**src/hdl/cust_pkg.sv**
```systemverilog
// package of shared constants for the control unit sense and timeout block
// assumes a 100 MHz core clock
package cust_pkg;
  // ---------------------------------------------------------------
  // sense byte 0 field positions
  // ---------------------------------------------------------------
  localparam int unsigned SNS_CMD_REJECT   = 0;
  localparam int unsigned SNS_INTERVENTION = 1;
  localparam int unsigned SNS_OUT_PARITY   = 2;
  localparam int unsigned SNS_EQUIP_FAULT  = 3;
  localparam int unsigned SNS_BAD_DATA     = 4;
  localparam int unsigned SNS_OVERRUN      = 5;
  localparam int unsigned SNS_COND_BITS    = 6;
  localparam logic [7:0]  SNS_RESET_VALUE  = 8'h00;
  localparam int unsigned SNS_EXTRA_MAX    = 31;
  // ---------------------------------------------------------------
  // timing
  // ---------------------------------------------------------------
  localparam int unsigned CLK_PERIOD_PS     = 10000;
  localparam int unsigned SEL_FAST_NS       = 600;
  localparam int unsigned SEL_LIMIT_PS      = 1800000;
  localparam int unsigned SEQ_LIMIT_US      = 32;
  localparam int unsigned BURST_LIMIT_MS    = 500;
  localparam int unsigned SEL_FAST_CYC      = (SEL_FAST_NS * 1000) / CLK_PERIOD_PS;
  localparam int unsigned SEL_LIMIT_CYC     = SEL_LIMIT_PS / CLK_PERIOD_PS;
  localparam int unsigned SEQ_LIMIT_CYC     = (SEQ_LIMIT_US * 1000000) / CLK_PERIOD_PS;
  localparam int unsigned BURST_LIMIT_CYC   = 50000000;
  localparam int unsigned TMR_WIDTH         = 26;
endpackage : cust_pkg

```
**src/hdl/cust_tmr_if.sv**
```systemverilog
// interface carrying one watchdog timer's controls and result
// assumes one clock domain shared by all users
interface cust_tmr_if;
  logic run;
  logic expired;
  modport owner (output run, input expired);
  modport timer (input run, output expired);
endinterface : cust_tmr_if

```
**src/hdl/cust_sense.sv**
```systemverilog
// sense byte 0 collection, early termination and interface timeouts
// assumes pin inputs are asynchronous and pass two flip-flops here;
// the command and data event strobes come from logic on core_clk
//
// Contract
// - sense byte 0 bits 0 to 5
// - reject unsupported or state-invalid commands
// - reject invalid command ordering
// - flag intervention for attention, not-ready, test, absent
// - flag outbound parity error on command or data
// - write parity error continues unless meaningless
// - parity-bad command code starts no operation
// - equipment fault flags and ends if fatal
// - bad data flags; may force read parity
// - data errors end only when fatal
// - overrun when channel answers service too late
// - overrun ends operation like stop
// - interlocked handshakes except when streaming
// - selection sequences within 32 microseconds
// - burst positioning adds under 500 milliseconds
// - burst transfer gap under 500 milliseconds
// - pass unwanted selection within 600 ns
// - own but unavailable device passes later
// - sense returns byte 0 plus extra bytes
// - bad command parity replaces sense only with check
module cust_sense (
  input  wire logic       core_clk,
  input  wire logic       resetn,
  input  wire logic       clk_en,
  input  wire logic       cmd_valid,
  input  wire logic       cmd_parity_ok,
  input  wire logic       cmd_supported,
  input  wire logic       cmd_state_ok,
  input  wire logic       cmd_order_ok,
  input  wire logic       cmd_is_sense,
  input  wire logic       cmd_no_reset,
  input  wire logic       data_valid,
  input  wire logic       data_parity_ok,
  input  wire logic       data_is_write,
  input  wire logic       parity_fatal,
  input  wire logic       data_bad,
  input  wire logic       data_sync_lost,
  input  wire logic       equip_fault,
  input  wire logic       equip_fatal,
  input  wire logic       dev_attention,
  input  wire logic       dev_not_ready,
  input  wire logic       dev_test_mode,
  input  wire logic       dev_absent,
  input  wire logic       svc_request,
  input  wire logic       svc_answered,
  input  wire logic       streaming,
  input  wire logic       burst_mode,
  input  wire logic       sense_done,
  input  wire logic [7:0] dev_sense_hi,
  input  wire logic       sel_in_pin,
  input  wire logic       addr_owned,
  input  wire logic       need_service,
  input  wire logic       sel_seq_active,
  input  wire logic       op_active,
  output logic      [7:0] sense_byte0,
  output logic            op_start,
  output logic            op_end_early,
  output logic            unit_check,
  output logic            force_parity,
  output logic            sel_pass_out,
  output logic            seq_timeout,
  output logic            burst_timeout
);
  // ---------------------------------------------------------------
  // synchronisers for pin inputs
  // ---------------------------------------------------------------
  logic [1:0] sel_sync_ff;
  logic [1:0] own_sync_ff;
  logic [1:0] svc_sync_ff;
  logic [1:0] ans_sync_ff;
  logic [1:0] att_sync_ff;
  logic [1:0] nrdy_sync_ff;
  logic [1:0] test_sync_ff;
  logic [1:0] abs_sync_ff;

  always_ff @(posedge core_clk or negedge resetn) begin
    if (!resetn) begin
      sel_sync_ff  <= 2'h0;
      own_sync_ff  <= 2'h0;
      svc_sync_ff  <= 2'h0;
      ans_sync_ff  <= 2'h0;
      att_sync_ff  <= 2'h0;
      nrdy_sync_ff <= 2'h0;
      test_sync_ff <= 2'h0;
      abs_sync_ff  <= 2'h0;
    end else if (clk_en) begin
      sel_sync_ff  <= {sel_sync_ff[0], sel_in_pin};
      own_sync_ff  <= {own_sync_ff[0], addr_owned};
      svc_sync_ff  <= {svc_sync_ff[0], svc_request};
      ans_sync_ff  <= {ans_sync_ff[0], svc_answered};
      att_sync_ff  <= {att_sync_ff[0], dev_attention};
      nrdy_sync_ff <= {nrdy_sync_ff[0], dev_not_ready};
      test_sync_ff <= {test_sync_ff[0], dev_test_mode};
      abs_sync_ff  <= {abs_sync_ff[0], dev_absent};
    end
  end

  logic sel_s;
  logic own_s;
  logic svc_s;
  logic ans_s;
  logic unavail_s;
  assign sel_s     = sel_sync_ff[1];
  assign own_s     = own_sync_ff[1];
  assign svc_s     = svc_sync_ff[1];
  assign ans_s     = ans_sync_ff[1];
  assign unavail_s = nrdy_sync_ff[1] | test_sync_ff[1] | abs_sync_ff[1];

  // ---------------------------------------------------------------
  // command screening
  // ---------------------------------------------------------------
  logic cmd_rej;
  logic cmd_int;
  logic cmd_ok;
  assign cmd_rej = cmd_valid && cmd_parity_ok
                && (!cmd_supported || !cmd_state_ok || !cmd_order_ok);
  assign cmd_int = cmd_valid && cmd_parity_ok && !cmd_rej
                && (att_sync_ff[1] || unavail_s);
  assign cmd_ok  = cmd_valid && cmd_parity_ok && !cmd_rej && !cmd_int;
  assign op_start = clk_en && cmd_ok;

  // ---------------------------------------------------------------
  // overrun detection: service request unanswered past the limit while streaming
  // ---------------------------------------------------------------
  cust_tmr_if svc_tmr ();
  assign svc_tmr.run = svc_s && !ans_s && streaming;
  cust_watchdog #(
    .LIMIT (cust_pkg::TMR_WIDTH'(cust_pkg::SEQ_LIMIT_CYC))
  ) u_svc_wd (
    .core_clk (core_clk),
    .resetn   (resetn),
    .clk_en   (clk_en),
    .tmr      (svc_tmr)
  );
  logic overrun_evt;
  assign overrun_evt = svc_tmr.expired;

  // ---------------------------------------------------------------
  // sense condition bits
  // ---------------------------------------------------------------
  logic [cust_pkg::SNS_COND_BITS-1:0] sense_ff;
  logic [cust_pkg::SNS_COND_BITS-1:0] set_vec;
  logic                               par_evt;
  logic                               clr;

  assign par_evt = (cmd_valid && !cmd_parity_ok)
                || (data_valid && !data_parity_ok);
  assign clr = sense_done
            || (cmd_ok && !cmd_is_sense && !cmd_no_reset);

  always_comb begin
    set_vec = '0;
    set_vec[cust_pkg::SNS_CMD_REJECT]   = cmd_rej;
    set_vec[cust_pkg::SNS_INTERVENTION] = cmd_int;
    set_vec[cust_pkg::SNS_OUT_PARITY]   = par_evt;
    set_vec[cust_pkg::SNS_EQUIP_FAULT]  = equip_fault;
    set_vec[cust_pkg::SNS_BAD_DATA]     = data_valid && (data_bad || data_sync_lost);
    set_vec[cust_pkg::SNS_OVERRUN]      = overrun_evt;
  end

  // a parity-bad command, sense_done or an accepted command that is neither sense nor cmd_no_reset replaces old sense
  always_ff @(posedge core_clk or negedge resetn) begin
    if (!resetn) begin
      sense_ff <= cust_pkg::SNS_RESET_VALUE[cust_pkg::SNS_COND_BITS-1:0];
    end else if (clk_en) begin
      if (cmd_valid && !cmd_parity_ok) begin
        sense_ff <= set_vec;
      end else if (clr) begin
        sense_ff <= set_vec;
      end else begin
        sense_ff <= sense_ff | set_vec;
      end
    end
  end

  always_ff @(posedge core_clk or negedge resetn) begin
    if (!resetn) begin
      sense_byte0 <= cust_pkg::SNS_RESET_VALUE;
    end else if (clk_en) begin
      sense_byte0 <= {dev_sense_hi[7:6], sense_ff};
    end
  end

  // ---------------------------------------------------------------
  // unit check and early termination
  // ---------------------------------------------------------------
  logic fatal_evt;
  assign fatal_evt = op_active && ((equip_fault && equip_fatal)
                  || (data_valid && data_sync_lost)
                  || (par_evt && data_is_write && parity_fatal)
                  || overrun_evt);

  always_ff @(posedge core_clk or negedge resetn) begin
    if (!resetn) begin
      op_end_early <= 1'h0;
    end else if (clk_en) begin
      op_end_early <= fatal_evt;
    end
  end

  always_ff @(posedge core_clk or negedge resetn) begin
    if (!resetn) begin
      unit_check <= 1'h0;
    end else if (clk_en) begin
      if (cmd_rej || cmd_int || (cmd_valid && !cmd_parity_ok)) begin
        unit_check <= 1'h1;
      end else if (sense_done) begin
        unit_check <= 1'h0;
      end
    end
  end

  always_ff @(posedge core_clk or negedge resetn) begin
    if (!resetn) begin
      force_parity <= 1'h0;
    end else if (clk_en) begin
      force_parity <= data_valid && data_bad && !data_is_write;
    end
  end

  // ---------------------------------------------------------------
  // select propagation
  // ---------------------------------------------------------------
  logic pass_now;
  assign pass_now = sel_s && (!own_s || !need_service || unavail_s);

  always_ff @(posedge core_clk or negedge resetn) begin
    if (!resetn) begin
      sel_pass_out <= 1'h0;
    end else if (clk_en) begin
      sel_pass_out <= pass_now;
    end
  end

  // ---------------------------------------------------------------
  // sequence and burst watchdogs
  // ---------------------------------------------------------------
  cust_tmr_if seq_tmr ();
  assign seq_tmr.run = sel_seq_active;
  cust_watchdog #(
    .LIMIT (cust_pkg::TMR_WIDTH'(cust_pkg::SEQ_LIMIT_CYC))
  ) u_seq_wd (
    .core_clk (core_clk),
    .resetn   (resetn),
    .clk_en   (clk_en),
    .tmr      (seq_tmr)
  );

  cust_tmr_if gap_tmr ();
  assign gap_tmr.run = burst_mode && op_active && !data_valid;
  cust_watchdog #(
    .LIMIT (cust_pkg::TMR_WIDTH'(cust_pkg::BURST_LIMIT_CYC))
  ) u_gap_wd (
    .core_clk (core_clk),
    .resetn   (resetn),
    .clk_en   (clk_en),
    .tmr      (gap_tmr)
  );

  // selection sequence overran its budget
  always_ff @(posedge core_clk or negedge resetn) begin
    if (!resetn) begin
      seq_timeout <= 1'h0;
    end else if (clk_en) begin
      seq_timeout <= seq_tmr.expired;
    end
  end

  // burst transfer gap overran its budget
  always_ff @(posedge core_clk or negedge resetn) begin
    if (!resetn) begin
      burst_timeout <= 1'h0;
    end else if (clk_en) begin
      burst_timeout <= gap_tmr.expired;
    end
  end
endmodule : cust_sense

```
**src/hdl/cust_watchdog.sv**
```systemverilog
// watchdog counting cycles while run is high; expired once limit reached
// assumes the clock enable and reset of the sense block
module cust_watchdog #(
  parameter logic [cust_pkg::TMR_WIDTH-1:0] LIMIT = 26'h0000001
) (
  input  wire logic core_clk,
  input  wire logic resetn,
  input  wire logic clk_en,
  cust_tmr_if.timer tmr
);
  logic [cust_pkg::TMR_WIDTH-1:0] count_ff;

  always_ff @(posedge core_clk or negedge resetn) begin
    if (!resetn) begin
      count_ff <= '0;
    end else if (clk_en) begin
      if (!tmr.run) begin
        count_ff <= '0;
      end else if (count_ff != LIMIT) begin
        count_ff <= count_ff + 26'h0000001;
      end
    end
  end

  assign tmr.expired = tmr.run && (count_ff == LIMIT);
endmodule : cust_watchdog

```
**config.mk**
```make
export PLATFORM = sky130hd
export DESIGN_NAME = cust_sense
export DESIGN_NICKNAME = d
export VERILOG_FILES = /design/src/hdl/cust_pkg.sv /design/src/hdl/cust_tmr_if.sv /design/src/hdl/cust_sense.sv /design/src/hdl/cust_watchdog.sv
export SDC_FILE = /design/constraint.sdc
export NUM_CORES = 1
export LEC_CHECK = 0
export BUFFER_PORTS_ARGS = -buffer_cell sky130_fd_sc_hd__buf_4
export CORE_MARGIN = 2
export CORE_UTILIZATION = 35
export CTS_BUF_LIST = sky130_fd_sc_hd__clkbuf_16
export DETAILED_ROUTE_END_ITERATION = 10
export PLACE_DENSITY = 0.59
export SETUP_SLACK_MARGIN = 0.1
export SLEW_MARGIN = 20
export SYNTH_ARGS = -nofsm -noshare
export SYNTH_HDL_FRONTEND = slang
export SYNTH_SLANG_ARGS = --single-unit
export TNS_END_PERCENT = 30
```
**constraint.sdc**
```tcl
create_clock -name core_clk -period 3.7 [get_ports core_clk]
set_input_delay 0.74 -clock core_clk [delete_from_list [all_inputs] [get_ports core_clk]]
set_output_delay 0.74 -clock core_clk [all_outputs]
set_load 0.01 [all_outputs]
```
==> impl_metrics.json <==
{
  "ir_drop_v": 0.000318,
  "fin_crit_ns": 2.73,
  "syn_to_final_growth_pct": 20.7,
  "worstHoldPathType": "in2async",
  "fin_skew_ns": 0.0143,
  "cp_max_fo": 32,
  "crit_type": "in2out",
  "synth-simple-area-share_pct": 23.4,
  "drc_errors": 0,
  "muxShareOfSynthArea_pct": 4.86,
  "routabilityCongestion": 0.832,
  "numPortBuffers": 48,
  "yosys_warnings": 0,
  "final_cell_mix": "114 x dfrtp_1, 59 x buf_4, 56 x nor2_1",
  "cts_tree": "yes",
  "pre_cts_slack_ns": 0.850,
  "clock_latency_ns": 0.42,
  "cp-end-kind": "output port",
  "fin_area_um2": 6980,
  "syn_nets": 645,
  "firstDrtPassIters": 5,
  "design.die.area_um2": 17600,
  "arrival_ns": 1.99,
  "max_freq_ghz": 0.367,
  "clock-root-buffer": "clkbuf_16",
  "period_share_pct": 73.7,
  "drt_iter0_drc": 309,
  "rrSetupSlack_ns": 1.03,
  "slew_headroom_pct": 38.4,
  "rows": 47,
  "power_leakage_nw": 2.89,
  "start_util_pct": 35.4,
  "layout_commonest_cell": "dfrtp_1",
  "async_reset_ff_share_pct": 100,
  "clk_pin_slew_ns": 0.06,
  "layout-drive-gt1-share_pct": 18.2,
  "synthXorXnorAreaFrac_pct": 4.39,
  "ys_seq_area_share_pct": 49.3,
  "fp.coreArea_um2": 16300,
  "avgSynthCellArea_um2": 9.66,
  "die_height_um": 133,
  "num_io_pins": 55,
  "cts_buffer_depth": 2,
  "synth_compound_area_share_pct": 13.7,
  "numCtsBuffers": 17,
  "stdcell_count": 884,
  "fin_hold_ws_ns": 0.461,
  "groute.usage.overall_pct": 16.5,
  "tns_ns": 0,
  "cp-start-kind": "primary input",
  "postRouteAntennaNets": 0,
  "worst_pin_slew_ns": 0.924,
  "vias": 4798,
  "synth_area_um2": 5790,
  "grt_first_pass_wirelength_um": 23600,
  "die_x_um": 133,
  "overflow": 0,
  "run_status": "complete, no violations",
  "slew_viol_final": 0,
  "nets": 697,
  "synth-seq-cells": 114,
  "post_cts_buffers": 0,
  "postCtsHoldBufs": 0,
  "required_ns": 2.96,
  "diodes": 0,
  "vias_per_cell": 5.43,
  "h-tree-depth": 4,
  "clock-sinks": 114,
  "synth_top_family_by_area": "simple AND/OR/NAND/NOR gates",
  "hold_violations": 0,
  "cap_violations": 0,
  "dp_hpwl_um": 9320,
  "grt_pass1_vias": 4737,
  "cts_resized": 0,
  "rsz0062_at_grt": "false",
  "dp_cells": 852,
  "placedInstanceArea_um2": 6400,
  "setup_violations": 0,
  "fin_ws_ns": 0.973,
  "synth_cell_type_count": 50,
  "synth_flop_cell": "dfrtp_1",
  "grt_start_max_net_pins": 75,
  "wl_per_cell_um": 15.4,
  "grt_antenna_before_repair": 0,
  "pwr_density_cell_nw_per_um2": 456,
  "synth-edff-count": 0,
  "drt_wl_total_um": 13600,
  "syn_inst": 599,
  "synthAdderAreaFrac_pct": 1.30
}
## path summary, 6_finish.rpt
kind / start / end / cells after the start
hold / removal: resetn / u_svc_wd.count_ff[10] / 1
max in group asynchronous: resetn / u_seq_wd.count_ff[19] / 2
setup / recovery: clk_en / op_start / 5
min in group core_clk: sense_ff[4] / sense_ff[4] / 1
setup reg to reg: u_seq_wd.count_ff[2] / u_seq_wd.count_ff[17] / 6
hold reg to reg: sense_ff[4] / sense_ff[4] / 1
## routing by layer
metal  GRT usage, %  share of wire, %  up-vias
met3           5.21               5.0       14
met1           21.0                46     2359
li1               -                 -     2328
met5              0                 0        -
met2           26.3                47       97
met4           6.27               1.5        0
## synthesized netlist by cell type, types with 5 or more instances
| library cell | n | area share (%) |
|---|---|---|
| xnor2_1 | 14 | 2.1 |
| o31ai_1 | 21 | 2.7 |
| nand2_1 | 51 | 3.3 |
| nand3_1 | 31 | 2.7 |
| xor2_1 | 15 | 2.3 |
| nand4_1 | 25 | 2.7 |
| o21ai_0 | 46 | 4.0 |
| dfrtp_1 | 114 | 49 |
| nor4_1 | 21 | 2.3 |
| a22o_1 | 5 | 0.76 |
| ha_1 | 6 | 1.3 |
| a31oi_1 | 9 | 0.97 |
| and3_1 | 7 | 0.76 |
| nor3_1 | 10 | 0.86 |
| or4_1 | 12 | 1.6 |
| mux2_2 | 25 | 4.9 |
| nor2_1 | 56 | 3.6 |
| or3_1 | 10 | 1.1 |
| buf_1 | 5 | 0.32 |
| a21oi_1 | 16 | 1.4 |
| nand2b_1 | 7 | 0.76 |
| o211ai_1 | 7 | 0.91 |
| clkbuf_1 | 20 | 1.3 |
| inv_1 | 17 | 1.1 |
## power by group
group | internal, mW | leakage (nW) | switching [mW]
logic | 0.106 | 1.08 | 0.125
registers | 1.30 | 1.53 | 0.0374
clock network | 0.995 | 0.282 | 0.620
## cell type report
| type | instances | area [µm²] |
|---|---|---|
| Inverter | 18 | 67.6 |
| Clock buffer | 17 | 425 |
| Multi-Input combinational cell | 441 | 2760 |
| Tap cell | 220 | 275 |
| Fill cell | 1653 | 9370 |
| Timing Repair Buffer | 59 | 443 |
| Sequential cell | 114 | 2850 |
| Clock inverter | 15 | 158 |
## cell families after synthesis
logic type / after synthesis
AND/OR/NAND/NOR: 257
multiplexers: 25
AO/OA/AOI/OAI: 124
adder cells (fa/ha/maj): 6
flip-flops: 114
XOR/XNOR: 29
buffers and inverters: 44
## registers in the layout (all words and copies together), names as in the netlist
register and cells:
nrdy_sync_ff 2, unit_check 1, ans_sync_ff 2, op_end_early 1, sense_byte0 8, sense_ff 6, sel_sync_ff 2, sel_pass_out 1
own_sync_ff 2, burst_timeout 1, att_sync_ff 2, svc_sync_ff 2, force_parity 1, u_svc_wd.count_ff 26, u_gap_wd.count_ff 26, u_seq_wd.count_ff 26
seq_timeout 1, test_sync_ff 2, abs_sync_ff 2
## per-stage QoR
| stage | utilization [%] | power (mW) |
|---|---|---|
| floorplan | - | 1.47 |
| global placement | 39.1 | 1.59 |
| detailed placement | 39.1 | 1.59 |
| CTS | 42.7 | 3.23 |
| global route | 42.7 | 3.32 |
| finish | 42.7 | 3.18 |
## critical path, stage by stage
cell and delay, ns:
buf_4 0.31, buf_4 0.42, nand2_1 0.14, nor3_1 0.21
buf_4 0.17
Power figures use the tool's default switching activity.
